**config.mk**
```make
export PLATFORM = sky130hd
export DESIGN_NAME = ulc_top
export DESIGN_NICKNAME = d
export VERILOG_FILES = /design/src/logic/ulc_pkg.sv /design/src/logic/ulc_tx_framer.sv /design/src/logic/ulc_top.sv
export SDC_FILE = /design/constraint.sdc
export NUM_CORES = 2
export LEC_CHECK = 0
export BUFFER_PORTS_ARGS = -buffer_cell sky130_fd_sc_hd__buf_4
export CORE_MARGIN = 5
export CORE_UTILIZATION = 30
export DETAILED_ROUTE_END_ITERATION = 10
export SYNTH_ARGS = -nofsm -noshare
export SYNTH_HDL_FRONTEND = slang
export SYNTH_HIERARCHICAL = 1
export SYNTH_SLANG_ARGS = --single-unit
```
**constraint.sdc**
```tcl
create_clock -name clk_i -period 5.01 [get_ports clk_i]
set_input_delay 0.501 -clock clk_i [delete_from_list [all_inputs] [get_ports clk_i]]
set_output_delay 0.501 -clock clk_i [all_outputs]
set_load 0.005 [all_outputs]
```
**src/logic/ulc_pkg.sv**
```systemverilog
package ulc_pkg;

  // ---------------------------------------------------------------------------
  // Register indices (byte address is four times the index)
  // ---------------------------------------------------------------------------
  localparam logic [2:0] ULC_IDX_DATA = 3'h0;
  localparam logic [2:0] ULC_IDX_DIV_HI = 3'h1;
  localparam logic [2:0] ULC_IDX_FIFO_CONTROL = 3'h2;
  localparam logic [2:0] ULC_IDX_LINE_CONTROL = 3'h3;
  localparam logic [2:0] ULC_IDX_LINE_STATUS = 3'h5;
  localparam logic [2:0] ULC_IDX_MODE = 3'h7;

  // ---------------------------------------------------------------------------
  // Field positions and reset values
  // ---------------------------------------------------------------------------
  localparam int ULC_FCR_EN_BIT = 0;
  localparam int ULC_FCR_RXFL_BIT = 1;
  localparam int ULC_FCR_TXFL_BIT = 2;
  localparam int ULC_FCR_TXTRG_LSB = 4;
  localparam int ULC_FCR_RXTRG_LSB = 6;
  localparam int ULC_MODE_ENH_BIT = 0;
  localparam logic [7:0] ULC_LCR_RESET = 8'h03;
  localparam logic [15:0] ULC_DIV_RESET = 16'h0001;
  localparam logic [7:0] ULC_STAT_IDLE = 8'hc1;
  localparam logic [7:0] ULC_STAT_NOFIFO = 8'h01;

  // ---------------------------------------------------------------------------
  // Trigger thresholds, one byte per code
  // ---------------------------------------------------------------------------
  localparam logic [31:0] ULC_TX_LVL_ENH = {8'h70, 8'h40, 8'h20, 8'h10};
  localparam logic [31:0] ULC_RX_LVL_NORM = {8'h0e, 8'h08, 8'h04, 8'h01};
  localparam logic [31:0] ULC_RX_LVL_ENH = {8'h6f, 8'h3f, 8'h1f, 8'h0f};

  // ---------------------------------------------------------------------------
  // Timing
  // ---------------------------------------------------------------------------
  localparam logic [4:0] ULC_OVERSAMPLE = 5'h10;
  localparam logic [4:0] ULC_HALF_BIT = 5'h08;

  typedef struct packed {
    logic dlab;
    logic brk;
    logic stick;
    logic even;
    logic par_en;
    logic stop2;
    logic [1:0] len;
  } ulc_lcr_t;

  typedef struct packed {
    logic [1:0] rx_trig;
    logic [1:0] tx_trig;
    logic enabled;
  } ulc_fcr_t;

endpackage : ulc_pkg

```
**src/logic/ulc_tx_framer.sv**
```systemverilog
`timescale 1ns/100ps
module ulc_tx_framer
  import ulc_pkg::*;
(
  input wire logic clk_i,
  input wire logic rst_i,
  input wire logic tick_i,
  input wire logic start_i,
  input wire logic [7:0] data_i,
  input wire ulc_pkg::ulc_lcr_t lcr_i,
  output logic txd_o,
  output logic busy_o
);

  typedef enum logic [2:0] {ULC_S_IDLE, ULC_S_START, ULC_S_DATA, ULC_S_PAR, ULC_S_STOP} ulc_state_t;

  ulc_state_t state;
  logic [7:0] shift;
  logic [2:0] bit_cnt;
  logic [4:0] sub_cnt;
  logic stop_half;
  logic parity;
  logic [7:0] mask;
  logic bit_done;

  assign mask = 8'hff >> (3'h3 - {1'b0, lcr_i.len});
  assign bit_done = tick_i && (sub_cnt == ULC_OVERSAMPLE - 5'h1);

  // ---------------------------------------------------------------------------
  // Character framing
  // ---------------------------------------------------------------------------
  always_ff @(posedge clk_i)
  begin
    if (rst_i)
    begin
      state <= ULC_S_IDLE;
      shift <= 8'h00;
      bit_cnt <= 3'h0;
      sub_cnt <= 5'h00;
      stop_half <= 1'b0;
      parity <= 1'b0;
      txd_o <= 1'b1;
      busy_o <= 1'b0;
    end
    else
    begin
      if (tick_i && state != ULC_S_IDLE)
        sub_cnt <= bit_done ? 5'h00 : sub_cnt + 5'h1;
      case (state)
        ULC_S_IDLE:
        begin
          txd_o <= 1'b1;
          busy_o <= start_i;
          if (start_i)
          begin
            shift <= data_i & mask;
            // Odd parity sets the bit when the data has an even count of ones.
            parity <= lcr_i.stick ? ~lcr_i.even : (^(data_i & mask)) ^ ~lcr_i.even;
            sub_cnt <= 5'h00;
            txd_o <= 1'b0;
            state <= ULC_S_START;
          end
        end
        ULC_S_START:
          if (bit_done)
          begin
            txd_o <= shift[0];
            bit_cnt <= 3'h0;
            state <= ULC_S_DATA;
          end
        ULC_S_DATA:
          if (bit_done)
          begin
            shift <= shift >> 1;
            bit_cnt <= bit_cnt + 3'h1;
            if (bit_cnt == {1'b0, lcr_i.len} + 3'h4)
            begin
              txd_o <= lcr_i.par_en ? parity : 1'b1;
              stop_half <= 1'b0;
              state <= lcr_i.par_en ? ULC_S_PAR : ULC_S_STOP;
            end
            else
              txd_o <= shift[1];
          end
        ULC_S_PAR:
          if (bit_done)
          begin
            txd_o <= 1'b1;
            state <= ULC_S_STOP;
          end
        ULC_S_STOP:
          // One stop bit, or with stop2 set 1.5 for 5-bit characters and 2 for longer ones.
          // The stop_half flag marks the extra stop period, half a bit long for 5-bit characters.
          if (stop_half && lcr_i.len == 2'h0 && tick_i && sub_cnt == ULC_HALF_BIT - 5'h1)
          begin
            state <= ULC_S_IDLE;
            busy_o <= 1'b0;
          end
          else if (bit_done)
          begin
            if (lcr_i.stop2 && !stop_half)
              stop_half <= 1'b1;
            else
            begin
              state <= ULC_S_IDLE;
              busy_o <= 1'b0;
            end
          end
        default:
          state <= ULC_S_IDLE;
      endcase
    end
  end

  start_low_a: assert property (@(posedge clk_i) disable iff (rst_i)
    (state == ULC_S_IDLE && start_i) |=> !txd_o && state == ULC_S_START)
    else $error("Start bit not driven low.");

endmodule : ulc_tx_framer

```
**src/logic/ulc_top.sv**
```systemverilog
`timescale 1ns/100ps
module ulc_top
  import ulc_pkg::*;
#(
  parameter int DEPTH = 128
)
(
  input wire logic clk_i,
  input wire logic rst_i,
  input wire logic cyc_i,
  input wire logic stb_i,
  input wire logic we_i,
  input wire logic [4:0] adr_i,
  input wire logic [3:0] sel_i,
  input wire logic [31:0] dat_i,
  output logic [31:0] dat_o,
  output logic ack_o,
  input wire logic rx_valid_i,
  input wire logic [7:0] rx_data_i,
  output logic txd_o,
  output logic tx_trig_o,
  output logic rx_trig_o
);
  import ulc_pkg::*;

  localparam int CW = $clog2(DEPTH) + 1;
  localparam int AW = $clog2(DEPTH);

  ulc_lcr_t line_control;
  ulc_fcr_t fifo_control;
  logic enh;
  logic rx_flush;
  logic tx_flush;
  logic [15:0] divisor;
  logic [15:0] div_cnt;
  logic tick;
  logic [7:0] tx_mem [DEPTH];
  logic [7:0] rx_mem [DEPTH];
  logic [AW-1:0] tx_rd;
  logic [AW-1:0] tx_wr;
  logic [AW-1:0] rx_rd;
  logic [AW-1:0] rx_wr;
  logic [CW-1:0] tx_cnt;
  logic [CW-1:0] rx_cnt;
  logic [CW-1:0] cap;
  logic [2:0] idx;
  logic wr_go;
  logic rd_go;
  logic tx_push;
  logic tx_pop;
  logic rx_push;
  logic rx_pop;
  logic ser_txd;
  logic ser_busy;
  logic [7:0] tx_lvl;
  logic [7:0] rx_lvl;
  logic [7:0] next_rdata;

  assign idx = adr_i[4:2];
  assign wr_go = cyc_i && stb_i && ack_o && we_i && sel_i[0];
  assign rd_go = cyc_i && stb_i && ack_o && !we_i;
  // With the FIFOs off each direction holds a single character.
  assign cap = fifo_control.enabled ? CW'(DEPTH) : CW'(1);
  assign tx_push = wr_go && idx == ULC_IDX_DATA && !line_control.dlab && tx_cnt != cap;
  assign tx_pop = !ser_busy && tx_cnt != '0 && !line_control.brk && !tx_flush;
  assign rx_push = rx_valid_i && rx_cnt != cap && !rx_flush;
  assign rx_pop = rd_go && idx == ULC_IDX_DATA && !line_control.dlab && rx_cnt != '0;
  assign tx_lvl = ULC_TX_LVL_ENH[8*fifo_control.tx_trig +: 8];
  assign rx_lvl = enh ? ULC_RX_LVL_ENH[8*fifo_control.rx_trig +: 8] : ULC_RX_LVL_NORM[8*fifo_control.rx_trig +: 8];
  assign tick = div_cnt == '0;

  // ---------------------------------------------------------------------------
  // Bus slave
  // ---------------------------------------------------------------------------
  always_comb
  begin
    next_rdata = 8'h00;
    case (idx)
      ULC_IDX_DATA: next_rdata = line_control.dlab ? divisor[7:0] : rx_mem[rx_rd];
      ULC_IDX_DIV_HI: next_rdata = line_control.dlab ? divisor[15:8] : 8'h00;
      ULC_IDX_FIFO_CONTROL: next_rdata = fifo_control.enabled ? ULC_STAT_IDLE : ULC_STAT_NOFIFO;
      ULC_IDX_LINE_CONTROL: next_rdata = line_control;
      ULC_IDX_LINE_STATUS: next_rdata = {1'b0, tx_cnt == '0 && !ser_busy, tx_cnt == '0, 4'h0, rx_cnt != '0};
      ULC_IDX_MODE: next_rdata = {7'h00, enh};
      default: next_rdata = 8'h00;
    endcase
  end

  always_ff @(posedge clk_i)
  begin
    if (rst_i)
    begin
      ack_o <= 1'b0;
      dat_o <= 32'h00000000;
    end
    else
    begin
      ack_o <= cyc_i && stb_i && !ack_o;
      dat_o <= {24'h000000, next_rdata};
    end
  end

  // ---------------------------------------------------------------------------
  // Control registers
  // ---------------------------------------------------------------------------
  always_ff @(posedge clk_i)
  begin
    if (rst_i)
    begin
      line_control <= ULC_LCR_RESET;
      fifo_control <= '0;
      enh <= 1'b0;
      divisor <= ULC_DIV_RESET;
    end
    else if (wr_go)
    begin
      if (idx == ULC_IDX_LINE_CONTROL)
        line_control <= dat_i[7:0];
      if (idx == ULC_IDX_MODE)
        enh <= dat_i[ULC_MODE_ENH_BIT];
      if (idx == ULC_IDX_DATA && line_control.dlab)
        divisor[7:0] <= dat_i[7:0];
      if (idx == ULC_IDX_DIV_HI && line_control.dlab)
        divisor[15:8] <= dat_i[7:0];
      if (idx == ULC_IDX_FIFO_CONTROL && !line_control.dlab)
        fifo_control <= {dat_i[ULC_FCR_RXTRG_LSB +: 2], dat_i[ULC_FCR_TXTRG_LSB +: 2], dat_i[ULC_FCR_EN_BIT]};
    end
  end

  // Flush flags live for one cycle, empty their FIFO, then clear themselves.
  always_ff @(posedge clk_i)
  begin
    if (rst_i)
    begin
      rx_flush <= 1'b0;
      tx_flush <= 1'b0;
    end
    else
    begin
      rx_flush <= wr_go && idx == ULC_IDX_FIFO_CONTROL && !line_control.dlab && dat_i[ULC_FCR_RXFL_BIT];
      tx_flush <= wr_go && idx == ULC_IDX_FIFO_CONTROL && !line_control.dlab && dat_i[ULC_FCR_TXFL_BIT];
    end
  end

  // ---------------------------------------------------------------------------
  // FIFOs
  // ---------------------------------------------------------------------------
  always_ff @(posedge clk_i)
  begin
    if (tx_push)
      tx_mem[tx_wr] <= dat_i[7:0];
    if (rx_push)
      rx_mem[rx_wr] <= rx_data_i;
  end

  always_ff @(posedge clk_i)
  begin
    if (rst_i || tx_flush)
    begin
      tx_rd <= '0;
      tx_wr <= '0;
      tx_cnt <= '0;
    end
    else
    begin
      tx_wr <= tx_wr + AW'(tx_push);
      tx_rd <= tx_rd + AW'(tx_pop);
      tx_cnt <= tx_cnt + CW'(tx_push) - CW'(tx_pop);
    end
  end

  always_ff @(posedge clk_i)
  begin
    if (rst_i || rx_flush)
    begin
      rx_rd <= '0;
      rx_wr <= '0;
      rx_cnt <= '0;
    end
    else
    begin
      rx_wr <= rx_wr + AW'(rx_push);
      rx_rd <= rx_rd + AW'(rx_pop);
      rx_cnt <= rx_cnt + CW'(rx_push) - CW'(rx_pop);
    end
  end

  // ---------------------------------------------------------------------------
  // Triggers, baud tick and line output
  // ---------------------------------------------------------------------------
  always_ff @(posedge clk_i)
  begin
    if (rst_i)
    begin
      tx_trig_o <= 1'b0;
      rx_trig_o <= 1'b0;
    end
    else
    begin
      tx_trig_o <= (fifo_control.enabled && enh) ? tx_cnt < CW'(tx_lvl) : tx_cnt == '0;
      rx_trig_o <= fifo_control.enabled ? rx_cnt >= CW'(rx_lvl) : rx_cnt != '0;
    end
  end

  always_ff @(posedge clk_i)
  begin
    if (rst_i || tick)
      div_cnt <= (divisor == '0) ? 16'h0000 : divisor - 16'h1;
    else
      div_cnt <= div_cnt - 16'h1;
  end

  always_ff @(posedge clk_i)
  begin
    if (rst_i)
      txd_o <= 1'b1;
    else
      txd_o <= ser_txd && !line_control.brk;
  end

  ulc_tx_framer u_framer (
    .clk_i(clk_i),
    .rst_i(rst_i),
    .tick_i(tick),
    .start_i(tx_pop),
    .data_i(tx_mem[tx_rd]),
    .lcr_i(line_control),
    .txd_o(ser_txd),
    .busy_o(ser_busy)
  );

  // ---------------------------------------------------------------------------
  // Checks
  // ---------------------------------------------------------------------------
  fifo_enable_a: assert property (@(posedge clk_i) disable iff (rst_i)
    (wr_go && idx == ULC_IDX_FIFO_CONTROL && !line_control.dlab) |=> fifo_control.enabled == $past(dat_i[0]))
    else $error("FIFO enable did not follow the write.");

  rx_flush_a: assert property (@(posedge clk_i) disable iff (rst_i)
    rx_flush |=> rx_cnt == '0 && !rx_flush ##1 !rx_flush)
    else $error("Receive flush did not empty or clear.");

  tx_flush_a: assert property (@(posedge clk_i) disable iff (rst_i)
    tx_flush |=> tx_cnt == '0 && !tx_flush)
    else $error("Transmit flush did not empty or clear.");

  tx_level_a: assert property (@(posedge clk_i) disable iff (rst_i)
    (fifo_control.enabled && enh && fifo_control.tx_trig == 2'h3 && tx_cnt == CW'(111)) |=> tx_trig_o)
    else $error("Transmit trigger at wrong level.");

  rx_level_a: assert property (@(posedge clk_i) disable iff (rst_i)
    (fifo_control.enabled && !enh && fifo_control.rx_trig == 2'h3) |=> rx_trig_o == ($past(rx_cnt) >= CW'(14)))
    else $error("Receive trigger at wrong level.");

  break_hold_a: assert property (@(posedge clk_i) disable iff (rst_i)
    line_control.brk [*2] |-> !txd_o && !tx_pop)
    else $error("Break did not hold the line at space.");

  divisor_map_a: assert property (@(posedge clk_i) disable iff (rst_i)
    (wr_go && idx == ULC_IDX_DATA && line_control.dlab) |=> divisor[7:0] == $past(dat_i[7:0]) && $stable(tx_wr))
    else $error("Divisor latch access reached the data path.");

  bus_ack_a: assert property (@(posedge clk_i) disable iff (rst_i)
    (cyc_i && stb_i && !ack_o) |=> ack_o ##1 !ack_o)
    else $error("Acknowledge timing wrong.");

endmodule : ulc_top

```
## Word level (Yosys, flattened, before mapping)

Memories as Yosys holds them, arrays and structs flattened. A register that Yosys moved wholly into a read port is not among the register bits.
Index checks and enable logic that the tools add are counted.
Widths: inputs -> output; s select.

- Add/sub/neg operators: 14
- Order comparisons: 2
- Equality and inequality tests: 24
- Shift-type cells: 4
- Mux-type cells: 54
- Bitwise operators: 3
- Reductions and logical operators: 71

Operator list:

| cell | count |
|---|---|
| $shiftx 32x6->8 const A | 3 |
| $mux 8 | 7 |
| $pmux 8 s6 | 1 |
| $logic_and 1x1->1 | 33 |
| $mux 3 | 11 |
| $logic_not 16->1 | 2 |
| $mux 16 | 2 |
| $sub 16x1->16 const B | 2 |
| $add 7x1->7 | 4 |
| $mux 1 | 21 |
| $mux 5 | 4 |
| $add 8x1->8 | 2 |
| $ne 8x8->1 | 2 |
| $pmux 8 s2 | 1 |
| $reduce_bool 8->1 | 2 |
| $sub 8x1->8 | 2 |
| $pmux 3 s5 | 1 |
| $mux 7 | 2 |
| $eq 3x2->1 const B | 4 |
| $ne 2x1->1 const B | 6 |
| $reduce_and 2->1 | 6 |
| $eq 3x3->1 const B | 3 |
| $reduce_and 3->1 | 3 |
| $and 8x8->8 | 1 |
| 31 further kinds | 47 |

- Register bits after elaboration: 151
- RAM bits: 2048
- Input port bits: 55
- Output and inout bits: 36
- Word-level logic and storage cells: 210
- Memories kept: 2

Memory list:

| name | words | width | rd ports | clocked after Yosys merged registers in | write ports | RTL line | source |
|---|---|---|---|---|---|---|---|
| rx_mem | 128 | 8 | 1 | 1 | 1 | ulc_top.sv:38 | `logic [7:0] rx_mem [DEPTH];` |
| tx_mem | 128 | 8 | 1 | 1 | 1 | ulc_top.sv:37 | `logic [7:0] tx_mem [DEPTH];` |

## Longest topological paths before layout

- Depth after elaboration: 9
- Mapped depth: 17
- Gate-level depth less buffers: 17

## Cells and area by module

Netlist, hierarchy kept.

Modules (own cells, without submodules):

| module | instances | cells an instance | area an instance (µm²) | seq. area each (µm²) |
|---|---|---|---|---|
| ulc_top | 1 | 4173 | 84562.4 | 63581.0 |
| ulc_tx_framer | 1 | 164 | 1366.3 | 460.4 |

## Worst setup path after synthesis

No wires, ideal clock.

- Path kind: reg2reg
- Start: reg tx_rd[1] (netlist name)
- End: reg u_framer.parity
- Setup time: 0.132 ns
- Data arrival time: 3.497 ns
- Data required time: 4.878 ns
- Path slack: 1.381 ns
- Cell stages (with the launch flop): 13
- Path buffers: 4
- Clock period less this slack: 3.629 ns
- Path through: dfxtp_1 -> clkbuf_1 -> buf_2 -> buf_1 -> buf_1 -> mux4_2 -> mux4_2 -> a221o_1 -> xnor2_1 -> xnor2_2 -> xnor3_1 -> o211ai_1 -> o311ai_1

RTL lines:

| item | RTL line | source |
|---|---|---|
| end signal, assigned | ulc_tx_framer.sv:58 | `parity <= lcr_i.stick ? ~lcr_i.even : (^(data_i & mask)) ^ ~lcr_i.even;` |
| end, declared | ulc_tx_framer.sv:22 | `logic parity;` |

==> impl_metrics.toml <==
[synthesis]
ys_async_sr_fraction_pct = 0
ys_ff_latch = 2175
ys_seq_area_share_pct = 74.5
syn_inst = 4337
yosysWarnings = 6
ys_types = 75
synth_edf_count = 2048
syn_area_per_cell_um2 = 19.8
synth_top_area_share_pct = 71.6
ys.flop_type = "edfxtp_1"
netlist_area_mm2 = 0.0859
synth.area.top_cells = "edfxtp_1, mux4_2, dfxtp_1"
yosys.area.top_type = "edfxtp_1"

[clock_tree]
hold_buffers = 2
clock_sinks = 2175
ctsResizeCount = 0
post_cts_buffers = 0
insertion_delay_ps = 870
clock-root-buffer = "clkbuf_16"
cts_tree = "yes"
cts.path.max_buffers = 4
cts_max_level = 4
cts_buffers = 217
path_clk_slew_ps = 60

[route]
drc = 0
via_count = 42090
routedWlPerCell_um = 23.7
dr.pass1.iters = 6
first_iter_violations = 4116
wl_um = 200000
ant_nets = 0
vias_per_cell = 4.99

[min_path]
hp-class = "in2reg"
hp-start = "adr_i[2]"

[timing]
period_share_pct = 86.6
tightest_slew_ps = 1150
setup_tns_ps = 0
rsz0062_at_grt = "no"
slew_violations = 0
max_freq_mhz = 231
setup_viol = 0
relSlewSlack_pct = 23.2
finClkSkew_ps = 59.4
hold_viol_final = 0
fin_crit_ps = 4340

[place]
placedCellCount = 8030
hpwlAfterDp_um = 122000
gp_congestion = 0.801
numPortBuffers = 37

[pwr]
ir_worst_vdd_v = 0.000289
power.density_mw_per_mm2 = 428
power.static_leakage_uw = 0.0292

[worst_setup_path]
cp.arrival_ps = 5050
cp_slowest_cell = "dfxtp_4"
r2r-start = "tx_rd[0]"
worst-setup-path-type = "reg2reg"
worstPathMaxFanout = 29
critPathCaptureType = "flop"
crit_path_start = "tx_rd[0]"
cp-start-kind = "flop"
slowest_delay_ps = 560
required_ps = 5720
path_cells = "buf_4, buf_4, mux4_2, mux4_2, a221o_1, xnor2_1, xnor2_2, xnor3_1, o211ai_1, o311ai_1"
crit_buf_inv = 2
path_delay_family = "multiplexers"

[die]
die_w_um = 545
die_h_um = 545
die_area_mm2 = 0.297
num_io_pins = 91
row_count = 196
coreArea_mm2 = 0.285
initial_utilization_pct = 30.1

[grt]
grt_pass1_wl_um = 294000
antenna_found_initial = 3
grt_pass1_vias = 43012
overflow = 0
grt.total_usage_pct = 13.0
grt_max_degree = 98

[run_status]
status = "finished, final reports clean"

[cells_and_area]
final_cells = 8429
drive_gt1_share_pct = 22.4
fin_util_pct = 34.3
nets = 4591
area_delta_synth_final_pct = 13.8

[job]
cap_violations = 0
## kinds of logic after synthesis
| group | share of synthesized area [%] |
|---|---|
| flip-flops | 74.5 |
| AND/OR/NAND/NOR | 3.81 |
| multiplexers | 15.6 |
| AO/OA/AOI/OAI | 2.93 |
| buffers and inverters | 1.70 |
| XOR/XNOR | 0.696 |
| adder cells (fa/ha/maj) | 0.702 |
| other | 0.00436 |
## path summary, 6_finish.rpt
| check | slack [ps] | cells after the start | to |
|---|---|---|---|
| max reg2reg | 670 | 10 | u_framer/parity |
| max | 670 | 10 | u_framer/parity |
| min | 80 | 4 | enh |
| min reg2reg | 440 | 1 | ack_o |
## area by class of cell
cell class | instances | area [µm²]
Sequential cell | 2175 | 64100
Multi-Input combinational cell | 1889 | 20500
Clock buffer | 278 | 5750
Inverter | 41 | 154
Timing Repair Buffer | 165 | 1460
Antenna cell | 1 | 2.50
Clock inverter | 118 | 1120
Fill cell | 26455 | 187000
Tap cell | 3762 | 4710
## layer usage
layer | vias up | share of wire (%) | global-route usage, %
met1 | 22285 | 43 | 18.1
met3 | 309 | 6.9 | 2.53
met5 | - | 0.0055 | 0
met2 | 1452 | 48 | 21.1
met4 | 2 | 2.5 | 3.41
li1 | 18042 | - | -
## Yosys cell counts (29+ instances only)
cell	instances
buf_4	43
a21oi_1	55
nor2_1	400
o22ai_1	46
ha_1	45
clkbuf_1	110
xnor2_1	34
nand2_1	95
a211oi_1	34
nand3_1	52
buf_2	59
edfxtp_1	2048
nor3_1	29
mux2i_1	122
dfxtp_1	127
o21ai_0	40
a22oi_1	68
inv_1	41
mux4_2	534
## per-stage QoR
stage	hold slack (ps)	worst slack [ps]	cell area [µm²]	power, µW
global placement	433	498	90900	26400
floorplan	427	1380	86000	24700
global route	74.7	367	97800	43400
detailed placement	425	535	90900	26400
CTS	13.7	540	97800	42300
finish	82.0	674	97800	41800
## cells in the final DEF, fill, tap and decap left out, types with 46 or more instances in the layout
cell       netlist  final
edfxtp_1      2048   2048
mux4_2         534    534
nor2_1         400    400
clkbuf_16        0    218
buf_4           43    146
mux2i_1        122    122
dfxtp_1        127    120
nand2_1         95     91
a22oi_1         68     68
a21oi_1         55     55
clkbuf_1       110     53
nand3_1         52     52
clkinv_1         0     47
o22ai_1         46     46
## flip-flops by register name, indices dropped and copies added (netlist names), 7 cells and up
register        count
rx_cnt              8
dat_o               8
u_framer/shift      8
tx_rd               7
rx_wr               7
rx_rd               7
tx_mem           1024
divisor            16
tx_wr               7
tx_cnt              8
rx_mem           1024
div_cnt            16
line_control        8
## where the power goes
part	internal, µW	total [µW]	switching (µW)
registers	20000	20300	204
logic	2760	5680	2920
clock network	9080	15900	6800
## worst register-to-register path, stage by stage, from the launching register on
cell	delay, ps
dfxtp_4	560
buf_4	550
buf_4	450
mux4_2	560
mux4_2	510
a221o_1	420
xnor2_1	270
xnor2_2	150
xnor3_1	460
o211ai_1	180
o311ai_1	110
Note: power is estimated with default switching activity, not from simulation.
